<file path="config.mk">
export PLATFORM = sky130hd
export DESIGN_NAME = sbwrc_top
export DESIGN_NICKNAME = d
export VERILOG_FILES = /design/src/logic/sbwrc_pkg.sv /design/src/logic/sbwrc_sync_if.sv /design/src/logic/sbwrc_sync.sv /design/src/logic/sbwrc_top.sv
export SDC_FILE = /design/constraint.sdc
export NUM_CORES = 1
export LEC_CHECK = 0
export BUFFER_PORTS_ARGS = -buffer_cell sky130_fd_sc_hd__buf_2
export CAP_MARGIN = 20
export CORE_MARGIN = 2
export CORE_UTILIZATION = 44
export CTS_CLUSTER_SIZE = 10
export DETAILED_ROUTE_END_ITERATION = 6
export GPL_ROUTABILITY_DRIVEN = 0
export PLACE_DENSITY = 0.74
export SYNTH_ARGS = -nofsm -noshare
export SYNTH_HDL_FRONTEND = slang
export SYNTH_SLANG_ARGS = --single-unit
</file>
<file path="constraint.sdc">
create_clock -name clk_sys -period 5.4 [get_ports clk_sys]
set_clock_uncertainty 0.2 [all_clocks]
set_input_delay 0.54 -clock clk_sys [delete_from_list [all_inputs] [get_ports clk_sys]]
set_output_delay 0.54 -clock clk_sys [all_outputs]
set_load 0.05 [all_outputs]
</file>
<file path="src/logic/sbwrc_pkg.sv">
// package: constants and types for the standby wake-up and reset control block
// Functional notes
// - nmi, unmasked ext or peripheral irq wakes
// - any of four resets ends standby
// - ordinary standby restores prior pll state
// - low-voltage standby keeps pll stopped
// - irq exit of ordinary standby: subclock mode
// - irq exit of low-voltage: low-voltage subclock
// - wake regardless of request priority
// - non-nested nmi acknowledged on release
// - globally disabled: maskable wake stays pending
// - equal or higher handler: request stays pending
// - lower-priority handler: acknowledge immediately
// - reset wake runs normal reset sequence
// - masked sources never end standby
// - fetch restarts at address zero
// - watchdog overflow and pin cause reset
// - low supply voltage causes reset
// - stopped main oscillation causes reset
// - record reset cause in flag register
// - pin reset clears flags, others set own
// - software writes zeros; set beats clear
package sbwrc_pkg;
   localparam int EXT_IRQ_N = 8;
   localparam int PRIO_W = 3;
   localparam int FLAGS_W = 8;
   // cause flag bit positions
   localparam int FLAG_LOWVOLT = 0;
   localparam int FLAG_CLOCKMON = 1;
   localparam int FLAG_WATCHDOG = 4;
   localparam logic [FLAGS_W-1:0] FLAGS_RESET = 8'h00;
   localparam logic [FLAGS_W-1:0] FLAGS_USED = 8'h13;
   localparam logic [31:0] RESET_VECTOR = 32'h0000_0000;
   // operating mode after release
   typedef enum logic [1:0] {
      SBWRC_MODE_RUN = 2'b00,
      SBWRC_MODE_SUB = 2'b01,
      SBWRC_MODE_LVSUB = 2'b10
   } sbwrc_mode_t;
   typedef enum logic [1:0] {
      SBWRC_ST_ACTIVE = 2'b00,
      SBWRC_ST_IDLE = 2'b01,
      SBWRC_ST_LVIDLE = 2'b10
   } sbwrc_state_t;
endpackage

</file>
<file path="src/logic/sbwrc_sync_if.sv">
// interface: raw and synchronised wake request levels
`timescale 1ns/1ps
interface sbwrc_sync_if;
   logic [11:0] raw;
   logic [11:0] synced;
   modport src (output raw, input synced);
   modport snk (input raw, output synced);
endinterface

</file>
<file path="src/logic/sbwrc_sync.sv">
// three-flop synchroniser for pin-level requests
`timescale 1ns/1ps
module sbwrc_sync (
   // clock and reset
   input wire logic clk_sys,
   input wire logic srst,
   // levels
   sbwrc_sync_if.snk port_sync
);
   logic [11:0] s1;
   logic [11:0] s2;
   logic [11:0] s3;
   logic [11:0] agreed;
   logic [11:0] next_agreed;
   // accept a change once stages two and three agree
   always_comb begin
      for (int i = 0; i < 12; i++) begin
         next_agreed[i] = (s2[i] == s3[i]) ? s3[i] : agreed[i];
      end
   end
   // register the chain
   always_ff @(posedge clk_sys) begin
      if (srst) begin
         s1 <= 12'h000;
         s2 <= 12'h000;
         s3 <= 12'h000;
         agreed <= 12'h000;
      end else begin
         s1 <= port_sync.raw;
         s2 <= s1;
         s3 <= s2;
         agreed <= next_agreed;
      end
   end
   assign port_sync.synced = agreed;
endmodule

</file>
<file path="src/logic/sbwrc_top.sv">
// sub-idle wake-up decision, release mode and reset cause capture
`timescale 1ns/1ps
module sbwrc_top (
   // clock and reset
   input wire logic clk_sys,
   input wire logic srst,
   // reset sources
   input wire logic ext_reset_pin,
   input wire logic watchdog_reset_request,
   input wire logic lowvolt_reset_request,
   input wire logic clockmon_reset_request,
   // wake requests
   input wire logic pin_nmi_request,
   input wire logic watchdog_nmi_request,
   input wire logic [sbwrc_pkg::EXT_IRQ_N-1:0] ext_irq_lines,
   input wire logic [sbwrc_pkg::EXT_IRQ_N-1:0] ext_irq_unmasked,
   input wire logic periph_irq_request,
   input wire logic [sbwrc_pkg::PRIO_W-1:0] request_priority,
   // standby control bits
   input wire logic watchdog_nmi_wake_mask,
   input wire logic pin_nmi_wake_mask,
   input wire logic maskable_wake_mask,
   // cpu side
   input wire logic enter_idle,
   input wire logic enter_lvidle,
   input wire logic pll_running,
   input wire logic irq_globally_disabled,
   input wire logic in_handler,
   input wire logic in_nmi_handler,
   input wire logic [sbwrc_pkg::PRIO_W-1:0] handler_priority,
   input wire logic flags_write,
   input wire logic [sbwrc_pkg::FLAGS_W-1:0] flags_wdata,
   // status outputs
   output sbwrc_pkg::sbwrc_state_t standby_state,
   output sbwrc_pkg::sbwrc_mode_t op_mode,
   output logic pll_enable,
   output logic wake_release,
   output logic irq_ack,
   output logic irq_hold_pending,
   output logic system_reset,
   output logic [31:0] fetch_addr,
   output logic [sbwrc_pkg::FLAGS_W-1:0] reset_cause_flags
);
   import sbwrc_pkg::*;

   // pin and other-domain levels pass the synchroniser
   sbwrc_sync_if port_sync ();
   assign port_sync.raw = {pin_nmi_request, watchdog_nmi_request, ext_irq_lines,
                           periph_irq_request, ext_reset_pin};
   sbwrc_sync u_sync (
      .clk_sys(clk_sys),
      .srst(srst),
      .port_sync(port_sync)
   );
   logic s_pin_nmi;
   logic s_wdt_nmi;
   logic [EXT_IRQ_N-1:0] s_ext;
   logic s_periph;
   logic s_pin_rst;
   assign s_pin_nmi = port_sync.synced[11];
   assign s_wdt_nmi = port_sync.synced[10];
   assign s_ext = port_sync.synced[9:2];
   assign s_periph = port_sync.synced[1];
   assign s_pin_rst = port_sync.synced[0];

   // request qualification
   logic nmi_wake;
   logic mask_wake;
   logic any_reset;
   always_comb begin
      nmi_wake = (s_pin_nmi & ~pin_nmi_wake_mask)
               | (s_wdt_nmi & ~watchdog_nmi_wake_mask);
      mask_wake = ~maskable_wake_mask
                & ((|(s_ext & ext_irq_unmasked)) | s_periph);
      any_reset = s_pin_rst | watchdog_reset_request | lowvolt_reset_request
                | clockmon_reset_request;
   end

   // state and pll memory
   sbwrc_state_t state;
   sbwrc_state_t next_state;
   sbwrc_mode_t mode;
   sbwrc_mode_t next_mode;
   logic pll_saved;
   logic next_pll_saved;
   logic pll_en;
   logic next_pll_en;
   logic release_q;
   logic next_release;
   logic ack_q;
   logic next_ack;
   logic hold_q;
   logic next_hold;
   logic rst_q;
   logic next_rst;
   logic [31:0] fetch_q;
   logic [31:0] next_fetch;

   // wake decision: plain or of requests, no priority check
   always_comb begin
      next_state = state;
      next_mode = mode;
      next_pll_saved = pll_saved;
      next_pll_en = pll_en;
      next_release = 1'b0;
      next_ack = 1'b0;
      next_hold = hold_q & ~(state == SBWRC_ST_ACTIVE & ~irq_globally_disabled);
      next_rst = any_reset;
      next_fetch = fetch_q;
      if (any_reset) begin
         next_state = SBWRC_ST_ACTIVE;
         next_mode = SBWRC_MODE_RUN;
         next_pll_en = 1'b0;
         next_hold = 1'b0;
         next_release = (state != SBWRC_ST_ACTIVE);
         next_fetch = RESET_VECTOR;
      end else begin
         unique case (state)
            SBWRC_ST_ACTIVE: begin
               next_pll_en = pll_running;
               if (enter_lvidle) begin
                  next_state = SBWRC_ST_LVIDLE;
                  next_pll_saved = pll_running;
                  next_pll_en = 1'b0;
               end else if (enter_idle) begin
                  next_state = SBWRC_ST_IDLE;
                  next_pll_saved = pll_running;
                  next_pll_en = 1'b0;
               end
            end
            SBWRC_ST_IDLE, SBWRC_ST_LVIDLE: begin
               if (nmi_wake | mask_wake) begin
                  next_state = SBWRC_ST_ACTIVE;
                  next_release = 1'b1;
                  if (state == SBWRC_ST_IDLE) begin
                     next_mode = SBWRC_MODE_SUB;
                     next_pll_en = pll_saved;
                  end else begin
                     next_mode = SBWRC_MODE_LVSUB;
                     next_pll_en = 1'b0;
                  end
                  if (nmi_wake & ~in_nmi_handler) begin
                     next_ack = 1'b1;
                  end else if (irq_globally_disabled) begin
                     next_hold = 1'b1;
                  end else if (in_handler & (handler_priority <= request_priority)) begin
                     next_hold = 1'b1;
                  end else begin
                     next_ack = 1'b1;
                  end
               end
            end
            default: begin
               next_state = SBWRC_ST_ACTIVE;
            end
         endcase
      end
   end

   // register the wake state
   always_ff @(posedge clk_sys) begin
      if (srst) begin
         state <= SBWRC_ST_ACTIVE;
         mode <= SBWRC_MODE_RUN;
         pll_saved <= 1'b0;
         pll_en <= 1'b0;
         release_q <= 1'b0;
         ack_q <= 1'b0;
         hold_q <= 1'b0;
         rst_q <= 1'b0;
         fetch_q <= RESET_VECTOR;
      end else begin
         state <= next_state;
         mode <= next_mode;
         pll_saved <= next_pll_saved;
         pll_en <= next_pll_en;
         release_q <= next_release;
         ack_q <= next_ack;
         hold_q <= next_hold;
         rst_q <= next_rst;
         fetch_q <= next_fetch;
      end
   end

   // reset cause flags
   logic [FLAGS_W-1:0] flags;
   logic [FLAGS_W-1:0] next_flags;
   always_comb begin
      next_flags = flags;
      if (flags_write) begin
         next_flags = flags & flags_wdata & FLAGS_USED;
      end
      if (s_pin_rst) begin
         next_flags = FLAGS_RESET;
      end else begin
         if (watchdog_reset_request) next_flags[FLAG_WATCHDOG] = 1'b1;
         if (lowvolt_reset_request) next_flags[FLAG_LOWVOLT] = 1'b1;
         if (clockmon_reset_request) next_flags[FLAG_CLOCKMON] = 1'b1;
      end
   end
   always_ff @(posedge clk_sys) begin
      if (srst) begin
         flags <= FLAGS_RESET;
      end else begin
         flags <= next_flags;
      end
   end

   assign standby_state = state;
   assign op_mode = mode;
   assign pll_enable = pll_en;
   assign wake_release = release_q;
   assign irq_ack = ack_q;
   assign irq_hold_pending = hold_q;
   assign system_reset = rst_q;
   assign fetch_addr = fetch_q;
   assign reset_cause_flags = flags;

   // checks: standby entry, release mode and pll
   a_lvidle_pll_off: assert property (@(posedge clk_sys) disable iff (srst)
      state == SBWRC_ST_LVIDLE && !any_reset && (nmi_wake | mask_wake)
      |=> !pll_en && mode == SBWRC_MODE_LVSUB)
      else $error("pll not kept stopped after low-voltage release");
   a_idle_pll_restore: assert property (@(posedge clk_sys) disable iff (srst)
      state == SBWRC_ST_IDLE && !any_reset && (nmi_wake | mask_wake)
      |=> pll_en == $past(pll_saved) && mode == SBWRC_MODE_SUB)
      else $error("pll or mode wrong after idle release");
   a_entry_saves_pll: assert property (@(posedge clk_sys) disable iff (srst)
      state == SBWRC_ST_ACTIVE && !any_reset && (enter_idle || enter_lvidle)
      |=> pll_saved == $past(pll_running) && !pll_en)
      else $error("pll state not saved at standby entry");
   a_lv_entry_wins: assert property (@(posedge clk_sys) disable iff (srst)
      state == SBWRC_ST_ACTIVE && !any_reset && enter_lvidle
      |=> state == SBWRC_ST_LVIDLE)
      else $error("low-voltage standby not entered");
   // checks: wake sources and masks
   a_wake_one_cycle: assert property (@(posedge clk_sys) disable iff (srst)
      state != SBWRC_ST_ACTIVE && (nmi_wake | mask_wake)
      |=> state == SBWRC_ST_ACTIVE && release_q)
      else $error("standby not released");
   a_pin_nmi_wakes: assert property (@(posedge clk_sys) disable iff (srst)
      state != SBWRC_ST_ACTIVE && s_pin_nmi && !pin_nmi_wake_mask
      |=> state == SBWRC_ST_ACTIVE && release_q)
      else $error("pin nmi did not release standby");
   a_wdt_nmi_wakes: assert property (@(posedge clk_sys) disable iff (srst)
      state != SBWRC_ST_ACTIVE && s_wdt_nmi && !watchdog_nmi_wake_mask
      |=> state == SBWRC_ST_ACTIVE && release_q)
      else $error("watchdog nmi did not release standby");
   a_ext_irq_wakes: assert property (@(posedge clk_sys) disable iff (srst)
      state != SBWRC_ST_ACTIVE && (|(s_ext & ext_irq_unmasked)) && !maskable_wake_mask
      |=> state == SBWRC_ST_ACTIVE && release_q)
      else $error("external line did not release standby");
   a_periph_wakes: assert property (@(posedge clk_sys) disable iff (srst)
      state != SBWRC_ST_ACTIVE && s_periph && !maskable_wake_mask
      |=> state == SBWRC_ST_ACTIVE && release_q)
      else $error("peripheral request did not release standby");
   a_masked_no_wake: assert property (@(posedge clk_sys) disable iff (srst)
      state == SBWRC_ST_IDLE && !nmi_wake && !mask_wake && !any_reset
      |=> state == SBWRC_ST_IDLE)
      else $error("masked source released standby");
   a_nmi_mask_stays: assert property (@(posedge clk_sys) disable iff (srst)
      state != SBWRC_ST_ACTIVE && !any_reset && !s_periph && !(|(s_ext & ext_irq_unmasked))
      && (pin_nmi_wake_mask || !s_pin_nmi) && (watchdog_nmi_wake_mask || !s_wdt_nmi)
      |=> state == $past(state))
      else $error("masked nmi released standby");
   a_irq_mask_stays: assert property (@(posedge clk_sys) disable iff (srst)
      state != SBWRC_ST_ACTIVE && !any_reset && !s_pin_nmi && !s_wdt_nmi && maskable_wake_mask
      |=> state == $past(state))
      else $error("masked interrupt released standby");
   a_active_no_release: assert property (@(posedge clk_sys) disable iff (srst)
      state == SBWRC_ST_ACTIVE && !any_reset |=> !release_q)
      else $error("release pulse while active");
   a_release_pulse: assert property (@(posedge clk_sys) disable iff (srst)
      release_q |=> !release_q)
      else $error("release longer than one cycle");
   // checks: acknowledge or hold after release
   a_nmi_ack: assert property (@(posedge clk_sys) disable iff (srst)
      state != SBWRC_ST_ACTIVE && !any_reset && nmi_wake && !in_nmi_handler
      |=> ack_q && !hold_q)
      else $error("nmi not acknowledged");
   a_nmi_ignores_di: assert property (@(posedge clk_sys) disable iff (srst)
      state != SBWRC_ST_ACTIVE && !any_reset && nmi_wake && !in_nmi_handler
      && irq_globally_disabled |=> ack_q)
      else $error("nmi not acknowledged while disabled");
   a_ack_one_cycle: assert property (@(posedge clk_sys) disable iff (srst)
      ack_q |=> !ack_q)
      else $error("acknowledge longer than one cycle");
   a_di_hold: assert property (@(posedge clk_sys) disable iff (srst)
      state != SBWRC_ST_ACTIVE && !any_reset && !nmi_wake && mask_wake
      && irq_globally_disabled |=> hold_q && !ack_q)
      else $error("disabled wake acknowledged");
   a_hold_clears: assert property (@(posedge clk_sys) disable iff (srst)
      hold_q && state == SBWRC_ST_ACTIVE && !irq_globally_disabled |=> !hold_q)
      else $error("pending hold not dropped once enabled");
   a_prio_hold: assert property (@(posedge clk_sys) disable iff (srst)
      state != SBWRC_ST_ACTIVE && !any_reset && !nmi_wake && mask_wake
      && !irq_globally_disabled && in_handler && handler_priority <= request_priority
      |=> hold_q && !ack_q)
      else $error("wake not held for busy handler");
   a_lower_prio_ack: assert property (@(posedge clk_sys) disable iff (srst)
      state != SBWRC_ST_ACTIVE && !any_reset && !nmi_wake && mask_wake && !irq_globally_disabled
      && !(in_handler && handler_priority <= request_priority) |=> ack_q && !hold_q)
      else $error("wake not acknowledged over lower handler");
   // checks: reset path
   a_reset_release: assert property (@(posedge clk_sys) disable iff (srst)
      any_reset |=> state == SBWRC_ST_ACTIVE && rst_q && fetch_q == RESET_VECTOR)
      else $error("reset did not restart");
   a_reset_no_ack: assert property (@(posedge clk_sys) disable iff (srst)
      any_reset |=> !ack_q && !hold_q && mode == SBWRC_MODE_RUN && !pll_en)
      else $error("reset release left interrupt state");
   a_sysreset_drops: assert property (@(posedge clk_sys) disable iff (srst)
      !any_reset |=> !rst_q)
      else $error("system reset without a source");
   // checks: reset cause flags
   a_flag_set_wins: assert property (@(posedge clk_sys) disable iff (srst)
      watchdog_reset_request && !s_pin_rst && flags_write
      |=> flags[FLAG_WATCHDOG])
      else $error("clear beat watchdog flag");
   a_clear_write: assert property (@(posedge clk_sys) disable iff (srst)
      flags_write && !s_pin_rst && !watchdog_reset_request && !lowvolt_reset_request
      && !clockmon_reset_request
      |=> flags == ($past(flags) & $past(flags_wdata) & FLAGS_USED))
      else $error("zero write did not clear flags");
   a_pin_clears: assert property (@(posedge clk_sys) disable iff (srst)
      s_pin_rst |=> flags == FLAGS_RESET)
      else $error("pin reset left flags");
   a_flags_keep: assert property (@(posedge clk_sys) disable iff (srst)
      !s_pin_rst && !flags_write |=> (flags & $past(flags)) == $past(flags))
      else $error("reset flag lost without clear");
   a_lv_flag_set: assert property (@(posedge clk_sys) disable iff (srst)
      lowvolt_reset_request && !s_pin_rst |=> flags[FLAG_LOWVOLT])
      else $error("low-voltage flag not set");
   a_cm_flag_set: assert property (@(posedge clk_sys) disable iff (srst)
      clockmon_reset_request && !s_pin_rst |=> flags[FLAG_CLOCKMON])
      else $error("clock monitor flag not set");
   a_flags_unused_zero: assert property (@(posedge clk_sys) disable iff (srst)
      (flags & ~FLAGS_USED) == 8'h00)
      else $error("unused flag bit set");
   c_idle_wake: cover property (@(posedge clk_sys) state == SBWRC_ST_IDLE ##1 release_q);
   c_lv_wake: cover property (@(posedge clk_sys) state == SBWRC_ST_LVIDLE ##1 release_q);
   c_hold: cover property (@(posedge clk_sys) hold_q);
   c_ack: cover property (@(posedge clk_sys) ack_q);
   c_wdt_flag: cover property (@(posedge clk_sys) flags[FLAG_WATCHDOG]);
endmodule

</file>
==> results of run 1 <==
==> registers in the layout, summed over array words and instances, names as in the netlist, 2 cells and up <==
name,cells
u_sync.port_sync.synced,12
u_sync.s1,12
u_sync.s2,12
u_sync.s3,12
reset_cause_flags,3
op_mode,2
standby_state,2
==> synth_stat cells, types with 2 or more instances <==
cell type  number
buf_4          37
ha_1            5
o31ai_1         2
nand3_1         2
a21oi_1        17
or3_1           2
clkbuf_1        5
nand2_1        15
inv_1          10
nor2_1          7
nor4_1          2
nand2b_1        3
dfxtp_1        61
o21ai_0        16
nor2b_1        38
nor3_1          5
a31oi_1         2
a22oi_1         2
mux2i_1         3
==> per-layer routing <==
layer	track usage, %	wire length [um]
met1	15.4	1710
met2	21.5	1900
met3	3.68	226
met4	9.12	107
met5	0	0
==> cell usage in the layout, fill, tap and decap left out, types with 3 or more instances in the layout <==
master | netlist | layout
nor2_1 | 7 | 7
nand2_1 | 15 | 15
buf_2 | 0 | 55
nor3_1 | 5 | 5
dfxtp_1 | 61 | 61
nand2b_1 | 3 | 3
ha_1 | 5 | 5
nor2b_1 | 38 | 38
mux2i_1 | 3 | 3
bufinv_16 | 0 | 3
conb_1 | 1 | 37
a21oi_1 | 17 | 17
inv_1 | 10 | 10
clkbuf_8 | 0 | 10
o21ai_0 | 16 | 16
==> logic make-up after synthesis <==
family | after synthesis
AND/OR/NAND/NOR | 83
flip-flops | 61
buffers and inverters | 54
AO/OA/AOI/OAI | 47
adder cells (fa/ha/maj) | 5
multiplexers | 3
other | 1
==> worst register-to-register path, stage by stage, from the launching register on <==
cell,delay [ns]
dfxtp_1,0.37
inv_1,0.06
ha_1,0.37
inv_1,0.10
nor4_1,0.28
a31oi_1,0.14
a21boi_0,0.18
o31ai_1,0.21
==> how the worst max path moves through the flow <==
| stage | end | slack [ns] | cells after the start |
|---|---|---|---|
| after global routing | standby_state[1] | 3.23 | 7 |
| after global placement | irq_hold_pending | 3.22 | 4 |
| after floorplan | standby_state[1] | 3.24 | 7 |
| after detailed placement | irq_hold_pending | 3.20 | 4 |
| final | standby_state[1] | 3.41 | 7 |
| after CTS | standby_state[1] | 3.40 | 7 |
==> per-stage QoR <==
step	power (W)	util, %	setup slack, ns	area, sq um	hold slack [ns]
floorplan	0.000592	-	3.24	2590	0.214
global placement	0.000593	48.6	3.22	2640	0.218
detailed placement	0.000596	48.6	3.20	2640	0.225
CTS	0.00108	53.0	3.40	2880	0.213
global route	0.00111	53.0	3.23	2880	0.227
finish	0.00107	53.0	3.41	2880	0.226
==> power breakdown <==
part / switching [W] / total, W / internal, W
Combinational: 0.0000893 / 0.000117 / 0.0000277
Clock: 0.000162 / 0.000481 / 0.000319
Sequential: 0.00000491 / 0.000469 / 0.000464
Total: 0.000257 / 0.00107 / 0.000811
==> final cells by class <==
class                   instances  area share (%)
clock buffers                  12            5.03
clock inverters                 4            3.30
inverters                      10            1.30
multi-input cells             175            35.3
flip-flops and latches         61            42.4
well taps                      72            3.13
repair buffers                 55            9.55
==> results.md, run 1 <==
* Worst hold path type: in2reg
* CP endpoint kind: flip-flop
* Status: finished clean
* Nets@finish at 366
* Core Box Area at approximately 5400 sq um
* Share of layout cells above drive strength 1 at 23.7%
* Hold_sp: ext_irq_lines[2]
* Final Hold Viols at 0
* Worst-path maximum fanout at 6
* Cell Area, Synth at 2450 sq um
* WS Path Type: reg2reg
* Hpwl dp at 2.86 mm
* Clock period minus worst slack at 1.99 ns
* Gr usage total at 13.4%
* CP startpoint: standby_state[0]
* Most area-hungry cell type in the Yosys netlist: dfxtp_1
* Vias per inst at 4.41
* Layout Cells excl Fill at 389
* Post-cts sizing count at 0
* LEAKAGE at around 1.3 nW
* ANT nets after route at 0
* Critical path cell sequence: inv_1, ha_1, inv_1, nor4_1, a31oi_1, a21boi_0, o31ai_1
* Largest family of logic cells by synthesized area: simple AND/OR/NAND/NOR gates
* Max-Cap Viols at 0
* Clock Pin Slew Worst Setup and Hold Paths at approximately 0.07 ns
* Post-Synth XOR/XNOR Area at 0%
* Cell class contributing the biggest share of worst-path delay: compound AO/OA/AOI/OAI gates
* Multi-input logic area at 1020 sq um
* Yosys synthesis warning count at 0
* Root Buffer: clkbuf_8
* Crit-path slowest cell: dfxtp_1
* RR Startpoint: standby_state[0]
* Reg-to-Reg End: standby_state[1]
* Synth Area in Compound Gates at 12.3%
* Routed vias at 1714
* Crit path buf inv count at 2
* Total grt overflow at 0
* Most frequent cell on the critical path: inv_1
* Register area at approximately 1200 sq um
* Crit path largest cell delay at ~0.37 ns
* Io pins at 98
* R2R Setup Slk at around 3.4 ns
* Number of global-route vias before repair at roughly 1600
* Drt drc at 0
* Inst Count DP at 373
* Initial Util at 45.1%
* Total negative slack at 0 ns
* #FFs+latches synth at 61
* Port buffer count at 55
* CTS tree: built
* Maximum vdd drop at 0.000200 V
* Crit path DAT at 2.03 ns
* Worst-margin pin slew at 0.919 ns
* Avg WL per Cell at about 10 um
* Die W at 78.7 um
* Routed WL at about 4.0 mm
* Worst setup SP type: flip-flop
* Synth cell types at 39
* RSZ-0062 raised after global routing: false
* Post-Synth Simple-Gate Area at 19.7%
* Slew HR at 38.7%
* PD cells at about 370 nW/um^2
* Yosys top cell area share at 49.8%
* Final setup vio count at 0
* DRT iter0 DRCs at 85
* Antenna cells at 0
* Worst EP required at between 5 and 6 ns
* Worst hold endpoint: u_sync.s1[4]
* Ranking of synthesized cells by area: dfxtp_1, buf_4, nor2b_1, a21oi_1, o21ai_0
* Sequential fraction of the synthesis area at 49.8%
* Maximum root-to-sink buffer count at 2
* First-pass GRT wire length at roughly 6.4 mm
* Drt first pass iters at 4
* Fmax at 502 MHz
* Fin crit share at a little under two fifths
* Max Transition Viols Final at 0
* Antenna violations before repair at 0
* Post-CTS Setup Inserts at 0
* Post-synth ARST share at 0%
* Die footprint at 6190 sq um
* R2R depth at 7
* Largest net degree at the start of global routing at 57
* Row cnt at 27
* Hold-fix buffers, CTS at 0
* Worst-Skew Late Latency at around 0.32 ns
* Post-synthesis mux area share at 1.22%
* Die height at 78.7 um
* EDFF count, synth at 0
* Mapped Avg Cell Area at 9.66 sq um
* Htree depth at 3
* Clk sinks at slightly above 60
* Synth Flop Type: dfxtp_1
* Synthesis-to-layout area growth at 17.5%
* Adder-Cell Fraction of Synth Area at under 10%
* Fill cell count at 505
* Hold Crit Depth at 2
* CTS buffer count at 9
* Gate Count Post-Synth at 254
No activity file was read; power rests on OpenSTA's default activity.
==> run 2: changes to the inputs <==
CORE_UTILIZATION = 43   (was 44)
PLACE_DENSITY = 0.75   (was 0.74)
clock period = 1.7 ns   (was 5.4 ns; I/O delays follow)
==> run 2 against run 1 <==
Effect of this change: the run now ends with setup timing left; final area rose by 12%; utilization rose by 5.5 points; global-route usage is 1.3 points higher.
==> results.md, run 2 (same netlist as run 1, synthesis figures left out) <==
* Status: finished with violations (was finished clean)
* Violated checks: setup timing
* Core Box Area at 5510 sq um (was 5440 sq um)
* Crit-path slowest cell: a222oi_1 (was dfxtp_1)
* Final Hold Viols at 0 (unchanged)
* Max Transition Viols Final at 0 (unchanged)
* PD cells at 973 nW/um^2 (was 370 nW/um^2)
* Placed inst area at 2750 sq um (was 2640 sq um)
* Nets@finish at 398 (was 366)
* Worst-Skew Late Latency at 0.32 ns (about the same)
* Avg WL per Cell at 10.2 um (about the same)
* Number of global-route vias before repair at 1722 (was 1567)
* Initial Util at 44.6% (was 45.1%)
* Total grt overflow at 0 (unchanged)
* Finished Cell Area at 3220 sq um (was 2880 sq um)
* Clock Pin Slew Worst Setup and Hold Paths at 0.07 ns (about the same)
* WS Path Type: reg2reg (unchanged)
* Routed vias at 1846 (was 1714)
* Final setup vio count at 3 (was 0)
* Port buffer count at 55 (unchanged)
* Antenna violations before repair at 0 (unchanged)
* Crit path buf inv count at 0 (was 2)
* Hpwl dp at 2.96 mm (was 2.86 mm)
* Drt first pass iters at 6 (was 4)
* Htree depth at 3 (unchanged)
* Clock period minus worst slack at 1.79 ns (was 1.99 ns)
* Die footprint at 6330 sq um (was 6190 sq um)
* Fin Hold WS at 0.0340 ns (was 0.226 ns)
* Die W at 79.5 um (was 78.7 um)
* Multi-input logic area at 1090 sq um (was 1020 sq um)
* Vias per inst at 4.38 (was 4.41)
* First-pass GRT wire length at 7.16 mm (was 6.41 mm)
* Synthesis-to-layout area growth at 31.3% (was 17.5%)
* Clk sinks at 61 (unchanged)
* Critical path cell sequence: a222oi_1, and3_4, a31oi_4, a21boi_2, o31ai_2 (was inv_1, ha_1, inv_1, nor4_1, a31oi_1, a21boi_0, o31ai_1)
* Maximum root-to-sink buffer count at 2 (unchanged)
* Row cnt at 27 (unchanged)
* Worst hold path type: in2reg (unchanged)
* Io pins at 98 (unchanged)
* Worst hold endpoint: reset_cause_flags[1] (was u_sync.s1[4])
* CTS buffer count at 9 (unchanged)
* RSZ-0062 raised after global routing: true (was false)
* Commonest non-fill, non-tap cell in the layout: dfxtp_1 (unchanged)
* Cell class contributing the biggest share of worst-path delay: compound AO/OA/AOI/OAI gates (unchanged)
* Fmax at 559 MHz (was 502 MHz)
* RR Startpoint: u_sync.port_sync.synced[4] (was standby_state[0])
* Share of layout cells above drive strength 1 at 29.2% (was 23.7%)
* Hold Crit Depth at 4 (was 2)
* Worst setup SP type: flip-flop (unchanged)
* Routed WL at 4.30 mm (was 3.95 mm)
* CP endpoint kind: flip-flop (unchanged)
* CTS tree: built (unchanged)
* Final setup margin at -0.0902 ns (was 3.41 ns)
* Fill cell count at 473 (was 505)
* Tot Pwr at 0.00313 W (was 0.00107 W)
* Reg-to-Reg End: standby_state[1] (unchanged)
* Maximum vdd drop at 0.000690 V (was 0.000200 V)
* Crit path DAT at 1.82 ns (was 2.03 ns)
* R2R Setup Slk at -0.09 ns (was 3.41 ns)
* R2R depth at 5 (was 7)
* Register area at 1230 sq um (was 1220 sq um)
* Largest net degree at the start of global routing at 38 (was 57)
* Crit path largest cell delay at 0.34 ns (was 0.37 ns)
* Worst-path maximum fanout at 5 (was 6)
* Gr usage total at 14.6% (was 13.4%)
* Drt drc at 0 (unchanged)
* Most frequent cells in the layout: dfxtp_1, buf_2, nor2b_1 (unchanged)
* Die height at 79.5 um (was 78.7 um)
* Worst EP required at 1.73 ns (was 5.44 ns)
* DRT iter0 DRCs at 79 (was 85)
* Fin crit share at 105% (was 36.9%)
* Max-Cap Viols at 0 (unchanged)
* Total negative slack at -0.175 ns (was 0 ns)
* Antenna cells at 0 (unchanged)
* Hold_sp: flags_wdata[1] (was ext_irq_lines[2])
* Root Buffer: clkbuf_8 (unchanged)
* LEAKAGE at 1.44 nW (was 1.29 nW)
* ANT nets after route at 0 (unchanged)
[run 2: changes by cell type in the layout (fill, tap and decap cells not counted), sizes merged]
cell / delta
clkinv: +1
bufinv: -2
buf: +12
clkinvlp: +1
dlygate4sd3: +19
dlymetal6s4s: +1
[run 2: tightest hold or removal path: cells and delay by family]
family,cells,cell delay [ns]
AO/OA/AOI/OAI,1,0.06
AND/OR/NAND/NOR,2,0.19
buffers and inverters,1,0.07
[run 2: how the worst max path moves through the flow]
stage	endpoint	from	cells after the start	slack [ns]
2_1_floorplan	standby_state[1]	standby_state[0]	7	-0.08
3_3_place_gp	standby_state[1]	u_sync.port_sync.synced[6]	5	-0.03
3_5_place_dp	standby_state[1]	u_sync.port_sync.synced[6]	5	-0.11
4_1_cts	standby_state[1]	standby_state[1]	7	-0.13
5_1_grt	standby_state[1]	u_sync.port_sync.synced[4]	5	-0.22
6_report	standby_state[1]	u_sync.port_sync.synced[4]	5	-0.09
[run 2: layer usage]
layer | share of wire (%) | up-vias | GRT usage [%] | routed length (um)
li1 | - | 953 | - | -
met1 | 42 | 831 | 16.1 | 1830
met2 | 51 | 54 | 25.5 | 2190
met3 | 5.4 | 8 | 3.73 | 234
met4 | 1.2 | 0 | 8.10 | 53
met5 | 0 | - | 0 | 0
[run 2: where the power goes]
group,internal (W),switching (W),total [W]
logic,0.000130,0.000296,0.000426
clock network,0.000713,0.000509,0.00122
registers,0.00147,0.0000155,0.00149
[run 2: what timing repair did]
action                                  in CTS  in global routing
pin swaps                                    0                  9
hold buffers                                19                  1
endpoints found under the setup margin       4                  7
endpoints found under the hold margin       20                  1
gates resized for setup                      4                 13
buffers inserted                             0                  3
[run 2: cell type report]
class | count | area share (%)
clock buffers | 12 | 4.50
clock inverters | 4 | 1.48
inverters | 10 | 1.32
multi-input cells | 175 | 33.8
flip-flops and latches | 61 | 38.2
well taps | 72 | 2.80
repair buffers | 87 | 17.9
[run 2: stage by stage]
| step | setup slack (ns) | utilization, % | std cells |
|---|---|---|---|
| final | -0.0902 | 58.5 | 421 |
| after global routing | -0.224 | 58.5 | 421 |
| after CTS | -0.132 | 57.2 | 419 |
| after detailed placement | -0.110 | 49.9 | 384 |
| after global placement | -0.0303 | 49.9 | 384 |
| after floorplan | -0.0777 | - | 290 |
